[config.mk]
export PLATFORM = sky130hd
export DESIGN_NAME = pwm_sync_config_and_inverting
export DESIGN_NICKNAME = d
export VERILOG_FILES = /design/src/pwm_sync_pkg.sv /design/src/pwm_pair_swap.sv /design/src/pwm_sync_config_and_inverting.sv
export SDC_FILE = /design/constraint.sdc
export NUM_CORES = 1
export LEC_CHECK = 0
export BUFFER_PORTS_ARGS = -buffer_cell sky130_fd_sc_hd__clkbuf_2
export CAP_MARGIN = 20
export CORE_UTILIZATION = 54
export DETAILED_ROUTE_END_ITERATION = 10
export PLACE_DENSITY = 0.84
export SYNTH_ARGS = -nofsm -noshare
export SYNTH_HDL_FRONTEND = slang
export SYNTH_SLANG_ARGS = --single-unit
[constraint.sdc]
create_clock -name clk -period 5.4 [get_ports clk]
set_input_delay 0.54 -clock clk [delete_from_list [all_inputs] [get_ports clk]]
set_output_delay 0.54 -clock clk [all_outputs]
set_load 0.05 [all_outputs]
[src/pwm_sync_pkg.sv]
package pwm_sync_pkg;
	localparam int unsigned ADDR_W = 4;
	localparam int unsigned DATA_W = 32;
	// word byte addresses on the bus
	localparam logic [ADDR_W-1:0] SYNC_CONFIGURATION_ADDR = 4'h0;
	localparam logic [ADDR_W-1:0] PAIR_OUTPUT_SWAP_CONTROL_ADDR = 4'h4;
	localparam logic [ADDR_W-1:0] SYNC_CONTROL_ADDR = 4'h8;
	localparam logic [ADDR_W-1:0] SYNC_STATUS_ADDR = 4'hc;
	// sync_configuration field positions
	localparam int unsigned HW_SWCTL_BIT = 20;
	localparam int unsigned HW_SWAP_BIT = 19;
	localparam int unsigned HW_MASK_BIT = 18;
	localparam int unsigned HW_WBUF_BIT = 17;
	localparam int unsigned HW_CNT_BIT = 16;
	localparam int unsigned SW_SWCTL_BIT = 12;
	localparam int unsigned SW_SWAP_BIT = 11;
	localparam int unsigned SW_MASK_BIT = 10;
	localparam int unsigned SW_WBUF_BIT = 9;
	localparam int unsigned SW_CNT_BIT = 8;
	localparam int unsigned SCHEME_BIT = 7;
	localparam int unsigned SWCTL_SEL_BIT = 5;
	localparam int unsigned SWAP_SEL_BIT = 4;
	localparam int unsigned INITVAL_SEL_BIT = 2;
	localparam int unsigned KEEP_SEL_BIT = 0;
	// writable bits of sync_configuration: 20..16, 12..7, 5, 4, 2, 0
	localparam logic [DATA_W-1:0] SYNC_CONFIGURATION_WMASK = 32'h001f_1fb5;
	localparam logic [DATA_W-1:0] SYNC_CONFIGURATION_RESET = 32'h0000_0000;
	localparam int unsigned PAIRS = 4;
	localparam logic [PAIRS-1:0] PAIR_SWAP_RESET = 4'h0;
	// sync_control bit: software trigger
	localparam int unsigned SW_TRIG_BIT = 0;
	localparam int unsigned HW_TRIGS = 3;
endpackage : pwm_sync_pkg

[src/pwm_pair_swap.sv]
`timescale 1ns/10ps
`default_nettype none
module pwm_pair_swap
	import pwm_sync_pkg::*;
#(
	parameter int unsigned NPAIRS = PAIRS
) (
	input wire logic [NPAIRS-1:0] swap_en,
	input wire logic [2*NPAIRS-1:0] ch_in,
	output logic [2*NPAIRS-1:0] ch_out
);
	always_comb begin
		ch_out = ch_in;
		for (int m = 0; m < NPAIRS; m++) begin
			if (swap_en[m]) begin
				ch_out[2*m] = ch_in[2*m+1];
				ch_out[2*m+1] = ch_in[2*m];
			end
		end
	end
endmodule : pwm_pair_swap
`default_nettype wire

[src/pwm_sync_config_and_inverting.sv]
`timescale 1ns/10ps
`default_nettype none
// How it works
// - hw trigger syncs software output control if enabled
// - hw trigger syncs swap control if enabled
// - hw trigger syncs output mask if enabled
// - hw trigger syncs modulo/initial/channel if enabled
// - hw trigger resets counter if enabled
// - sw trigger syncs software output control if enabled
// - sw trigger syncs swap control if enabled
// - sw trigger syncs output mask if enabled
// - sw trigger syncs modulo/initial/channel if enabled
// - sw trigger resets counter if enabled
// - scheme bit picks legacy or enhanced
// - swctl select: every clock or sync only
// - swap select: every clock or sync only
// - initval select: every clock or sync only
// - keep bit decides clearing trigger enables
// - reserved bits read zero, ignore writes
// - enabled pair swaps its two outputs
// - swap register written via buffer only
module pwm_sync_config_and_inverting
	import pwm_sync_pkg::*;
(
	input wire logic clk,
	input wire logic sys_rst,
	input wire logic [ADDR_W-1:0] avs_address,
	input wire logic avs_read,
	input wire logic avs_write,
	input wire logic [DATA_W-1:0] avs_writedata,
	input wire logic [3:0] avs_byteenable,
	output logic [DATA_W-1:0] avs_readdata,
	output logic avs_waitrequest,
	input wire logic [HW_TRIGS-1:0] hw_trig_in,
	input wire logic [HW_TRIGS-1:0] hw_trigger_enable_j,
	input wire logic [2*PAIRS-1:0] ch_in,
	output logic [2*PAIRS-1:0] ch_out,
	output logic [HW_TRIGS-1:0] trig_enable_clear,
	output logic swctl_load,
	output logic mask_load,
	output logic wbuf_load,
	output logic initval_load,
	output logic cnt_sync,
	output logic sync_scheme_select
);
	logic [DATA_W-1:0] sync_configuration_q;
	logic [PAIRS-1:0] pair_swap_buf_q;
	logic [PAIRS-1:0] pair_swap_reg_q;
	logic [HW_TRIGS-1:0] hw_s1_q;
	logic [HW_TRIGS-1:0] hw_s2_q;
	logic [HW_TRIGS-1:0] hw_s3_q;
	logic sw_trig_q;
	// bus handshake
	typedef enum logic [1:0] {
		BUS_IDLE = 2'b01,
		BUS_ACK = 2'b10
	} bus_state_e;
	bus_state_e bus_state_q;
	logic in_ack;
	logic [7:0] hw_count_q;
	logic [2*PAIRS-1:0] swapped;
	logic [HW_TRIGS-1:0] hw_det;
	logic hw_any;
	logic acc;
	logic wr;
	logic hw_swctl;
	logic hw_swap;
	logic hw_mask;
	logic hw_wbuf;
	logic hw_cnt;
	logic sw_swctl;
	logic sw_swap;
	logic sw_mask;
	logic sw_wbuf;
	logic sw_cnt;
	// decoded fields of sync_configuration
	logic hw_trig_swctl_sync_en;
	logic hw_trig_swap_sync_en;
	logic hw_trig_mask_sync_en;
	logic hw_trig_wbuf_sync_en;
	logic hw_trig_cnt_sync_en;
	logic sw_trig_swctl_sync_en;
	logic sw_trig_swap_sync_en;
	logic sw_trig_mask_sync_en;
	logic sw_trig_wbuf_sync_en;
	logic sw_trig_cnt_sync_en;
	logic swctl_update_select;
	logic swap_update_select;
	logic initval_update_select;
	logic trig_flag_keep_select;

	function automatic logic [DATA_W-1:0] merge_be(input logic [DATA_W-1:0] old_v,
		input logic [DATA_W-1:0] new_v, input logic [3:0] be);
		logic [DATA_W-1:0] r;
		r = old_v;
		for (int b = 0; b < 4; b++) begin
			if (be[b]) begin
				r[8*b +: 8] = new_v[8*b +: 8];
			end
		end
		return r;
	endfunction : merge_be

	// single-lane registers only listen to byte lane 0
	function automatic logic lane0_hit(input logic [ADDR_W-1:0] a, input logic [ADDR_W-1:0] target,
		input logic [3:0] be);
		return a == target && be[0];
	endfunction : lane0_hit

	// unmapped and write-only offsets read as zero
	function automatic logic [DATA_W-1:0] read_mux(input logic [ADDR_W-1:0] a,
		input logic [DATA_W-1:0] cfg, input logic [PAIRS-1:0] swap_act,
		input logic [PAIRS-1:0] swap_buf, input logic [7:0] count);
		logic [DATA_W-1:0] r;
		case (a)
			SYNC_CONFIGURATION_ADDR: r = cfg;
			PAIR_OUTPUT_SWAP_CONTROL_ADDR: r = {{(DATA_W-PAIRS){1'b0}}, swap_act};
			SYNC_STATUS_ADDR: r = {16'h0000, count, 4'h0, swap_buf};
			default: r = '0;
		endcase
		return r;
	endfunction : read_mux

	// one wait state per access, so readdata is registered
	assign in_ack = bus_state_q == BUS_ACK;
	assign acc = (avs_read | avs_write) & ~in_ack;
	// writes land only at the edge that ends the ack cycle, one edge after the wait state ends
	assign wr = avs_write & in_ack;

	always_ff @(posedge clk or posedge sys_rst) begin
		if (sys_rst) begin
			bus_state_q <= BUS_IDLE;
		end else begin
			case (bus_state_q)
				BUS_IDLE: begin
					if (acc) begin
						bus_state_q <= BUS_ACK;
					end
				end
				BUS_ACK: begin
					bus_state_q <= BUS_IDLE;
				end
				default: begin
					bus_state_q <= BUS_IDLE;
				end
			endcase
		end
	end

	// registered so the pin comes straight from a flop
	always_ff @(posedge clk or posedge sys_rst) begin
		if (sys_rst) begin
			avs_waitrequest <= 1'b1;
		end else begin
			avs_waitrequest <= ~acc;
		end
	end

	// trigger pins are asynchronous: two flops before use
	always_ff @(posedge clk or posedge sys_rst) begin
		if (sys_rst) begin
			hw_s1_q <= '0;
			hw_s2_q <= '0;
		end else begin
			hw_s1_q <= hw_trig_in;
			hw_s2_q <= hw_s1_q;
		end
	end

	// edge history reads only the second stage, never the first
	always_ff @(posedge clk or posedge sys_rst) begin
		if (sys_rst) begin
			hw_s3_q <= '0;
		end else begin
			hw_s3_q <= hw_s2_q;
		end
	end

	// rising edge of an enabled trigger counts as detected
	assign hw_det = hw_s2_q & ~hw_s3_q & hw_trigger_enable_j;
	assign hw_any = |hw_det;

	always_ff @(posedge clk or posedge sys_rst) begin
		if (sys_rst) begin
			sync_configuration_q <= SYNC_CONFIGURATION_RESET;
		end else if (wr && avs_address == SYNC_CONFIGURATION_ADDR) begin
			sync_configuration_q <= merge_be(sync_configuration_q, avs_writedata, avs_byteenable)
				& SYNC_CONFIGURATION_WMASK;
		end
	end

	always_ff @(posedge clk or posedge sys_rst) begin
		if (sys_rst) begin
			pair_swap_buf_q <= PAIR_SWAP_RESET;
		end else if (wr && lane0_hit(avs_address, PAIR_OUTPUT_SWAP_CONTROL_ADDR, avs_byteenable)) begin
			pair_swap_buf_q <= avs_writedata[PAIRS-1:0];
		end
	end

	// software trigger is a one-shot; self clears on the next cycle
	always_ff @(posedge clk or posedge sys_rst) begin
		if (sys_rst) begin
			sw_trig_q <= 1'b0;
		end else begin
			sw_trig_q <= wr && lane0_hit(avs_address, SYNC_CONTROL_ADDR, avs_byteenable)
				&& avs_writedata[SW_TRIG_BIT];
		end
	end

	assign hw_trig_swctl_sync_en = sync_configuration_q[HW_SWCTL_BIT];
	assign hw_trig_swap_sync_en = sync_configuration_q[HW_SWAP_BIT];
	assign hw_trig_mask_sync_en = sync_configuration_q[HW_MASK_BIT];
	assign hw_trig_wbuf_sync_en = sync_configuration_q[HW_WBUF_BIT];
	assign hw_trig_cnt_sync_en = sync_configuration_q[HW_CNT_BIT];
	assign sw_trig_swctl_sync_en = sync_configuration_q[SW_SWCTL_BIT];
	assign sw_trig_swap_sync_en = sync_configuration_q[SW_SWAP_BIT];
	assign sw_trig_mask_sync_en = sync_configuration_q[SW_MASK_BIT];
	assign sw_trig_wbuf_sync_en = sync_configuration_q[SW_WBUF_BIT];
	assign sw_trig_cnt_sync_en = sync_configuration_q[SW_CNT_BIT];
	assign swctl_update_select = sync_configuration_q[SWCTL_SEL_BIT];
	assign swap_update_select = sync_configuration_q[SWAP_SEL_BIT];
	assign initval_update_select = sync_configuration_q[INITVAL_SEL_BIT];
	assign trig_flag_keep_select = sync_configuration_q[KEEP_SEL_BIT];

	assign hw_swctl = hw_any & hw_trig_swctl_sync_en;
	assign hw_swap = hw_any & hw_trig_swap_sync_en;
	assign hw_mask = hw_any & hw_trig_mask_sync_en;
	assign hw_wbuf = hw_any & hw_trig_wbuf_sync_en;
	assign hw_cnt = hw_any & hw_trig_cnt_sync_en;
	assign sw_swctl = sw_trig_q & sw_trig_swctl_sync_en;
	assign sw_swap = sw_trig_q & sw_trig_swap_sync_en;
	assign sw_mask = sw_trig_q & sw_trig_mask_sync_en;
	assign sw_wbuf = sw_trig_q & sw_trig_wbuf_sync_en;
	assign sw_cnt = sw_trig_q & sw_trig_cnt_sync_en;

	// active swap bits move only by sync or by free-running update
	always_ff @(posedge clk or posedge sys_rst) begin
		if (sys_rst) begin
			pair_swap_reg_q <= PAIR_SWAP_RESET;
		end else if (!swap_update_select || hw_swap || sw_swap) begin
			pair_swap_reg_q <= pair_swap_buf_q;
		end
	end

	pwm_pair_swap #(
		.NPAIRS(PAIRS)
	) u_swap (
		.swap_en(pair_swap_reg_q),
		.ch_in(ch_in),
		.ch_out(swapped)
	);

	always_ff @(posedge clk or posedge sys_rst) begin
		if (sys_rst) begin
			ch_out <= '0;
		end else begin
			ch_out <= swapped;
		end
	end

	// load strobes to the buffered registers held elsewhere
	// level while the select is clear, pulse per sync otherwise
	always_ff @(posedge clk or posedge sys_rst) begin
		if (sys_rst) begin
			swctl_load <= 1'b0;
		end else begin
			swctl_load <= !swctl_update_select || hw_swctl || sw_swctl;
		end
	end

	// pulses only: the mask has no free-running update
	always_ff @(posedge clk or posedge sys_rst) begin
		if (sys_rst) begin
			mask_load <= 1'b0;
		end else begin
			mask_load <= hw_mask || sw_mask;
		end
	end

	// modulo and channel values move together; initial value joins them only when its select is set
	always_ff @(posedge clk or posedge sys_rst) begin
		if (sys_rst) begin
			wbuf_load <= 1'b0;
		end else begin
			wbuf_load <= hw_wbuf || sw_wbuf;
		end
	end

	// rides on the write-buffer sync when the select is set
	always_ff @(posedge clk or posedge sys_rst) begin
		if (sys_rst) begin
			initval_load <= 1'b0;
		end else begin
			initval_load <= !initval_update_select || hw_wbuf || sw_wbuf;
		end
	end

	// counter restart request, one cycle wide
	always_ff @(posedge clk or posedge sys_rst) begin
		if (sys_rst) begin
			cnt_sync <= 1'b0;
		end else begin
			cnt_sync <= hw_cnt || sw_cnt;
		end
	end

	always_ff @(posedge clk or posedge sys_rst) begin
		if (sys_rst) begin
			trig_enable_clear <= '0;
		end else begin
			// pulse per detected trigger unless the keep bit is set; the enable bit itself lives outside
			trig_enable_clear <= trig_flag_keep_select ? '0 : hw_det;
		end
	end

	always_ff @(posedge clk or posedge sys_rst) begin
		if (sys_rst) begin
			sync_scheme_select <= 1'b0;
		end else begin
			// a flop copy keeps the output free of bus decode glitches
			sync_scheme_select <= sync_configuration_q[SCHEME_BIT];
		end
	end

	// counts hardware triggers seen, visible in status
	always_ff @(posedge clk or posedge sys_rst) begin
		if (sys_rst) begin
			hw_count_q <= 8'h00;
		end else if (hw_any) begin
			hw_count_q <= hw_count_q + 8'h01;
		end
	end

	always_ff @(posedge clk or posedge sys_rst) begin
		if (sys_rst) begin
			avs_readdata <= '0;
		end else if (avs_read && !in_ack) begin
			avs_readdata <= read_mux(avs_address, sync_configuration_q, pair_swap_reg_q, pair_swap_buf_q,
				hw_count_q);
		end
	end
endmodule : pwm_sync_config_and_inverting
`default_nettype wire

==> run metrics, run 1 <==
outcome finished with violations; violated checks DRC; final period demand of the worst path around 1800 ps; Clock Skew 7.447 ps; drt wl/cell 16.74 um; fin cells between 400 and 500; required time worst endpoint between 5000 and 6000 ps; Min-Delay Path Class in2reg; Total Wirelength between 6 and 7 mm; Crit path arrival time just over 2000 ps; EDFF count, synth 0; CORE AREA 5921 sq um; Yosys top cell area share between 50 and 60%; CTS buffer count 9; Critical Path Start bus_state_q[0]$_DFFE_PP1P_; f_max 551.9 MHz; Crit. End Element flip-flop; Ys Warns 0; Synth area leaders dfrtp_1 (60%), mux2_2 (9.5%), a22o_1 (3.4%), buf_4 (3.0%), o2bb2ai_1 (1.9%); DRC 1; CP Max Fanout 20; design area roughly 3900 sq um; Worst-Skew Late Latency 350 ps; DIE WIDTH 80.20 um; Die Y between 80 and 90 um; CTS max path bufs 2; Resize count post-CTS 0; first-pass GRT wire length 10.79 mm; maxcap violations 0; Most used DFF post-synth dfrtp_1; RSZ-0062 raised after global routing no; largest net degree at the start of global routing 82; static leakage 1.944 nW; grt total ovfl 0; biggest area consumer among synthesized cells dfrtp_1; worst rel slew slack a little over a third; asr flop ratio synth 100.0%; fraction of layout cells with a size suffix above 1 around 40%; CTS tree done; I/O pins approximately 110; placed cell count approximately 390; die area ~6400 sq um; num rows 28; sequential area share after synthesis between 60% and 70%; Sum Neg Setup Slack 0 ps; final period utilization about a third; Distinct cells, synth 44; DP HPWL ~4.7 mm; r2r startpoint bus_state_q[0]$_DFFE_PP1P_; Max IR drop VDD between 0.00015 and 0.0002 V; Mapped Cells 242; DRT Pass-1 Iters 7; GRT Util Overall a little under a quarter; count of final setup violators 0; worst-margin pin slew approximately 970 ps; H-tree Lvls 3; PD cells around 370 nW/um^2; vias in the first global route between 2k and 2.5k; Crit Path Class reg2reg; Hold WS 291.1 ps; Setup Buffers After CTS 0; Netlist Area Pre-Place about 3300 sq um; syn avg cell area between 10 and 15 sq um; clock sinks between 80 and 90; GPL Wtd Cong ~0.87; antenna cells 0; Final #Nets about 380; max-slew violations 0; clk slew on worst S/H paths ~80 ps; final hold violation count 0; root buffer cell clkbuf_8; startpoint types flip-flop; flops & latches, synth approximately 80; initial antenna violation count 0; worst hold path startpoint hw_trig_in[0]; Iteration-0 DRC Markers ~120; vias 2,297; DP Area 3704 sq um; Initial Util about 56%; total power about 1.4 mW; Hold-fix buffers, CTS 0; post-DR vias/cell around 5.7; Routed Antenna Nets 0; Area Growth Syn to Fin 17.43%; Port Buf Inserts 79
## cells in the mapped netlist (2+ instances only)
| cell | n |
|---|---|
| mux2i_1 | 2 |
| dfrtp_1 | 79 |
| a22oi_1 | 5 |
| o21ai_0 | 7 |
| nor2_1 | 6 |
| a32o_1 | 5 |
| a22o_1 | 13 |
| o32ai_1 | 4 |
| mux2_2 | 28 |
| inv_1 | 10 |
| nand3_1 | 5 |
| clkbuf_1 | 5 |
| nand2_1 | 6 |
| buf_4 | 13 |
| xnor2_1 | 3 |
| a311oi_1 | 2 |
| buf_2 | 2 |
| o2bb2ai_1 | 7 |
| and3b_1 | 3 |
| and2_1 | 2 |
| dfstp_2 | 2 |
| and4_1 | 2 |
| xor2_1 | 3 |
| nand3b_1 | 3 |
| o311ai_0 | 3 |
| a221o_1 | 2 |
| nand4_1 | 3 |
## placed cells by master (no fill, tap or decap), drive strengths merged, types with 6 or more instances in the layout
master    n
nand2     6
nor2      6
mux2     28
o21ai     7
conb     12
dfrtp    79
a22o     13
o2bb2ai   7
clkbuf   91
inv       9
## layout make-up
cell class	instances	area, sq um
clock inverter	4	28.78
multi-input combinational	141	1139
sequential	81	2029
timing repair buffer	80	402.9
fill	443	2043
clock buffer	12	145.1
tap	75	93.84
inverter	10	38.79
## sequential cells by signal, summed over array words and instances, names as in the netlist, 2 cells and up
register	count
avs_readdata	20
bus_state_q	2
ch_out	8
hw_count_q	8
hw_s1_q	3
hw_s2_q	3
hw_s3_q	3
pair_swap_buf_q	4
pair_swap_reg_q	4
sync_configuration_q	15
trig_enable_clear	3
## cells by family (layout without fill, tap and decap cells)
group                      after synthesis  after routing  share of synthesized area [%]
AOI/OAI and AO/OA                       52             52                          13.11
xor gates and xnor gates                 6              6                          1.592
adders and majority gates                1              1                         0.3789
buffers and inverters                   31            106                          5.305
DFF                                     81             81                          61.46
muxes                                   30             30                          10.16
other                                    1             12                         0.1136
and+or+nand+nor                         40             40                          7.882
## worst max-delay path, cell delays in order (launching register included)
cell and delay (ps):
dfstp_2 580, nand2b_1 210, nand2_1 480, a32o_1 420
## per-stage QoR
stage                     utilization, %  setup slack, ps
after global placement             62.55             3498
after CTS                          65.49             3614
after floorplan                        -             2783
final                              65.49             3588
after global routing               65.49             3478
after detailed placement           62.55             3440
## metal layers
metal,GRT usage (%),vias up,wire length (um)
met5,0,-,0
met4,11.61,0,142
met3,3.636,12,291
met2,40.09,76,3549
met1,27.78,1174,2765
li1,-,1035,-
## report_power, final
group / switching, mW / internal (mW) / total [mW]
clock: 0.212 / 0.180 / 0.392
sequential: 0.0719 / 0.679 / 0.751
combinational: 0.180 / 0.0933 / 0.273
## worst paths after layout
path | depth (start not counted) | endpoint | slack, ps
min in group asynchronous | 3 | avs_readdata[19]$_DFFE_PP0P_ | 470
worst max-delay path | 3 | avs_readdata[14]$_DFFE_PP0P_ | 3590
worst max register to register | 3 | avs_readdata[14]$_DFFE_PP0P_ | 3590
worst min-delay path | 1 | hw_s1_q[0]$_DFF_PP0_ | 290
max in group asynchronous | 3 | hw_s3_q[0]$_DFF_PP0_ | 4310
worst min register to register | 0 | hw_s2_q[1]$_DFF_PP0_ | 360
Note: power is estimated with default switching activity, not from simulation.
==> run 2: changes to the inputs <==
--- a/config.mk
+++ b/config.mk
@@ -7,9 +7,9 @@
 export LEC_CHECK = 0
 export BUFFER_PORTS_ARGS = -buffer_cell sky130_fd_sc_hd__clkbuf_2
 export CAP_MARGIN = 20
-export CORE_UTILIZATION = 54
+export CORE_UTILIZATION = 50
 export DETAILED_ROUTE_END_ITERATION = 10
-export PLACE_DENSITY = 0.84
+export PLACE_DENSITY = 0.79
 export SYNTH_ARGS = -nofsm -noshare
 export SYNTH_HDL_FRONTEND = slang
 export SYNTH_SLANG_ARGS = --single-unit
==> constraint.sdc (replaced) <==
create_clock -name clk -period 1.7 [get_ports clk]
set_input_delay 0.17 -clock clk [delete_from_list [all_inputs] [get_ports clk]]
set_output_delay 0.17 -clock clk [all_outputs]
set_load 0.05 [all_outputs]
==> run 2 against run 1 <==
  * The flow now finishes without violations
  * Critical path depth is the same
  * Hold slack lost 260 ps
  * Via count shrank 0.13%
  * Critical path type unchanged
==> run metrics, run 2 (synthesis gave the netlist of run 1 again) <==
outcome complete, no violations (was finished with violations); Setup WS post-layout 169.4 ps (was 3588 ps); Sum Neg Setup Slack 0 ps (unchanged); CP peak stage delay 400 ps (was 580 ps); Routed Antenna Nets 0 (unchanged); H-tree Lvls 3 (unchanged); Min-Delay Path Class in2reg (unchanged); final period utilization 90.03% (was 33.55%); Port Buf Inserts 79 (unchanged); count of final setup violators 0 (unchanged); fraction of layout cells with a size suffix above 1 40.59% (was 39.02%); CTS tree done (unchanged); post-DR vias/cell 5.501 (was 5.700); max-slew violations 0 (unchanged); CTS buffer count 9 (unchanged); clk slew on worst S/H paths 80 ps (about the same); maxcap violations 0 (unchanged); worst-margin pin slew 612.4 ps (was 965.3 ps); design area 4048 sq um (was 3877 sq um); Area Growth Syn to Fin 22.58% (was 17.43%); CP Max Fanout 5 (was 20); drt wl/cell 15.93 um (was 16.74 um); I/O pins 108 (unchanged); critical path, cell by cell nor4b_4 -> nand4_1 -> mux2_2 (was nand2b_1 -> nand2_1 -> a32o_1); Max IR drop VDD 0.0008516 V (was 0.0001993 V); biggest regs avs_readdata (20), sync_configuration_q (15) (unchanged); logic gate share of total power 18.5% (was 19.3%); DRC 0 (was 1); DRT Pass-1 Iters 4 (was 7); Resize count post-CTS 0 (unchanged); Clock power frac 32.4% (was 27.7%); Iteration-0 DRC Markers 129 (was 122); grt total ovfl 0 (unchanged); Die Y 83.27 um (was 80.20 um); final period demand of the worst path 1531 ps (was 1812 ps); Switching Share 31.25% (was 32.74%); Crit. End Element flip-flop (unchanged); Clock Skew 6.361 ps (was 7.447 ps); Final #Nets 394 (was 382); startpoint types flip-flop (unchanged); Crit path arrival time 1770 ps (was 2040 ps); CORE AREA 6350 sq um (was 5921 sq um); DP Area 3781 sq um (was 3704 sq um); DIE WIDTH 83.27 um (was 80.20 um); Total Wirelength 6.641 mm (was 6.748 mm); GRT Util Overall 20.87% (was 23.08%); CP max stage cell dfstp_2 (unchanged); most frequent cells in the layout dfrtp_1 (79), clkbuf_2 (79), mux2_2 (28) (unchanged); Switch Pwr 1.514 mW (was 463.4 uW); vias 2,294 (was 2,297); vias in the first global route 2,305 (was 2,225); Reg power frac 49.1% (was 53.0%); Hold-fix buffers, CTS 4 (was 0); GPL Wtd Cong 0.8964 (was 0.8736); initial antenna violation count 0 (unchanged); die area 6933 sq um (was 6431 sq um); root buffer cell clkbuf_8 (unchanged); most flop-heavy register avs_readdata (unchanged); cell internal pwr 3.332 mW (was 952.2 uW); worst slack, placed 200.8 ps (was 3440 ps); f_max 653.4 MHz (was 551.9 MHz); Crit path max-delay family simple AND/OR/NAND/NOR gates (unchanged); DP HPWL 4.875 mm (was 4.736 mm); largest net degree at the start of global routing 32 (was 82); PD cells 1197 nW/um^2 (was 365.1 nW/um^2); Worst-Skew Late Latency 360 ps (was 350 ps); clock sinks 81 (unchanged); RSZ-0062 raised after global routing no (unchanged); antenna cells 0 (unchanged); final hold violation count 0 (unchanged); required time worst endpoint 1940 ps (was 5630 ps); Crit Path Class reg2reg (unchanged); worst rel slew slack 59.08% (was 35.65%); Setup Buffers After CTS 0 (unchanged); static leakage 2.033 nW (was 1.944 nW); CTS max path bufs 2 (unchanged); Buf+Inv Stages, Crit Path 0 (unchanged); first-pass GRT wire length 10.99 mm (was 10.79 mm); Initial Util 52.00% (was 55.77%); Largest register FFs 20 (unchanged); num rows 29 (was 28)
[run 2: power by group through the flow]
stage / Sequential, mW / Clock, mW / Combinational [mW]
floorplan: 2.54 / 0 / 0.499
global placement: 2.40 / 0 / 0.871
detailed placement: 2.41 / 0 / 0.889
CTS: 2.38 / 1.59 / 0.901
global route: 2.41 / 1.68 / 0.977
finish: 2.38 / 1.57 / 0.897
[run 2: final timing paths]
path | from | to | slack [ps] | cells after the start
max | bus_state_q[0]$_DFFE_PP1P_ | sync_configuration_q[11]$_DFFE_PP0P_ | 170 | 3
min | avs_write | avs_waitrequest$_DFF_PP1_ | 30 | 2
max reg2reg | bus_state_q[0]$_DFFE_PP1P_ | sync_configuration_q[11]$_DFFE_PP0P_ | 170 | 3
min reg2reg | hw_s1_q[0]$_DFF_PP0_ | hw_s2_q[0]$_DFF_PP0_ | 350 | 0
max in group asynchronous | sys_rst | swctl_load$_DFF_PP0_ | 690 | 4
min in group asynchronous | sys_rst | hw_s2_q[1]$_DFF_PP0_ | 420 | 3
[run 2: area by class of cell]
| class | instances | area (sq um) |
|---|---|---|
| clock buffer | 9 | 123.9 |
| clock inverter | 7 | 102.6 |
| fill | 484 | 2302 |
| inverter | 10 | 41.29 |
| multi-input combinational | 141 | 1139 |
| sequential | 81 | 2029 |
| tap | 77 | 96.34 |
| timing repair buffer | 92 | 515.5 |
[run 2: per-stage QoR]
stage / util (%) / std cells / hold WS [ps] / total power, mW
global placement: 59.55 / 397 / 251.7 / 3.268
detailed placement: 59.55 / 397 / 255.9 / 3.301
finish: 63.74 / 417 / 28.30 / 4.846
global route: 63.74 / 417 / 10.87 / 5.075
floorplan: - / 253 / 201.4 / 3.043
CTS: 63.74 / 417 / 11.31 / 4.868
[run 2: per-layer routing]
metal / GRT usage (%) / vias to the layer above / wire [um]
met2: 34.28 / 87 / 3399
met3: 6.958 / 10 / 427
met5: 0 / - / 0
met1: 25.57 / 1139 / 2698
li1: - / 1058 / -
met4: 7.994 / 0 / 115
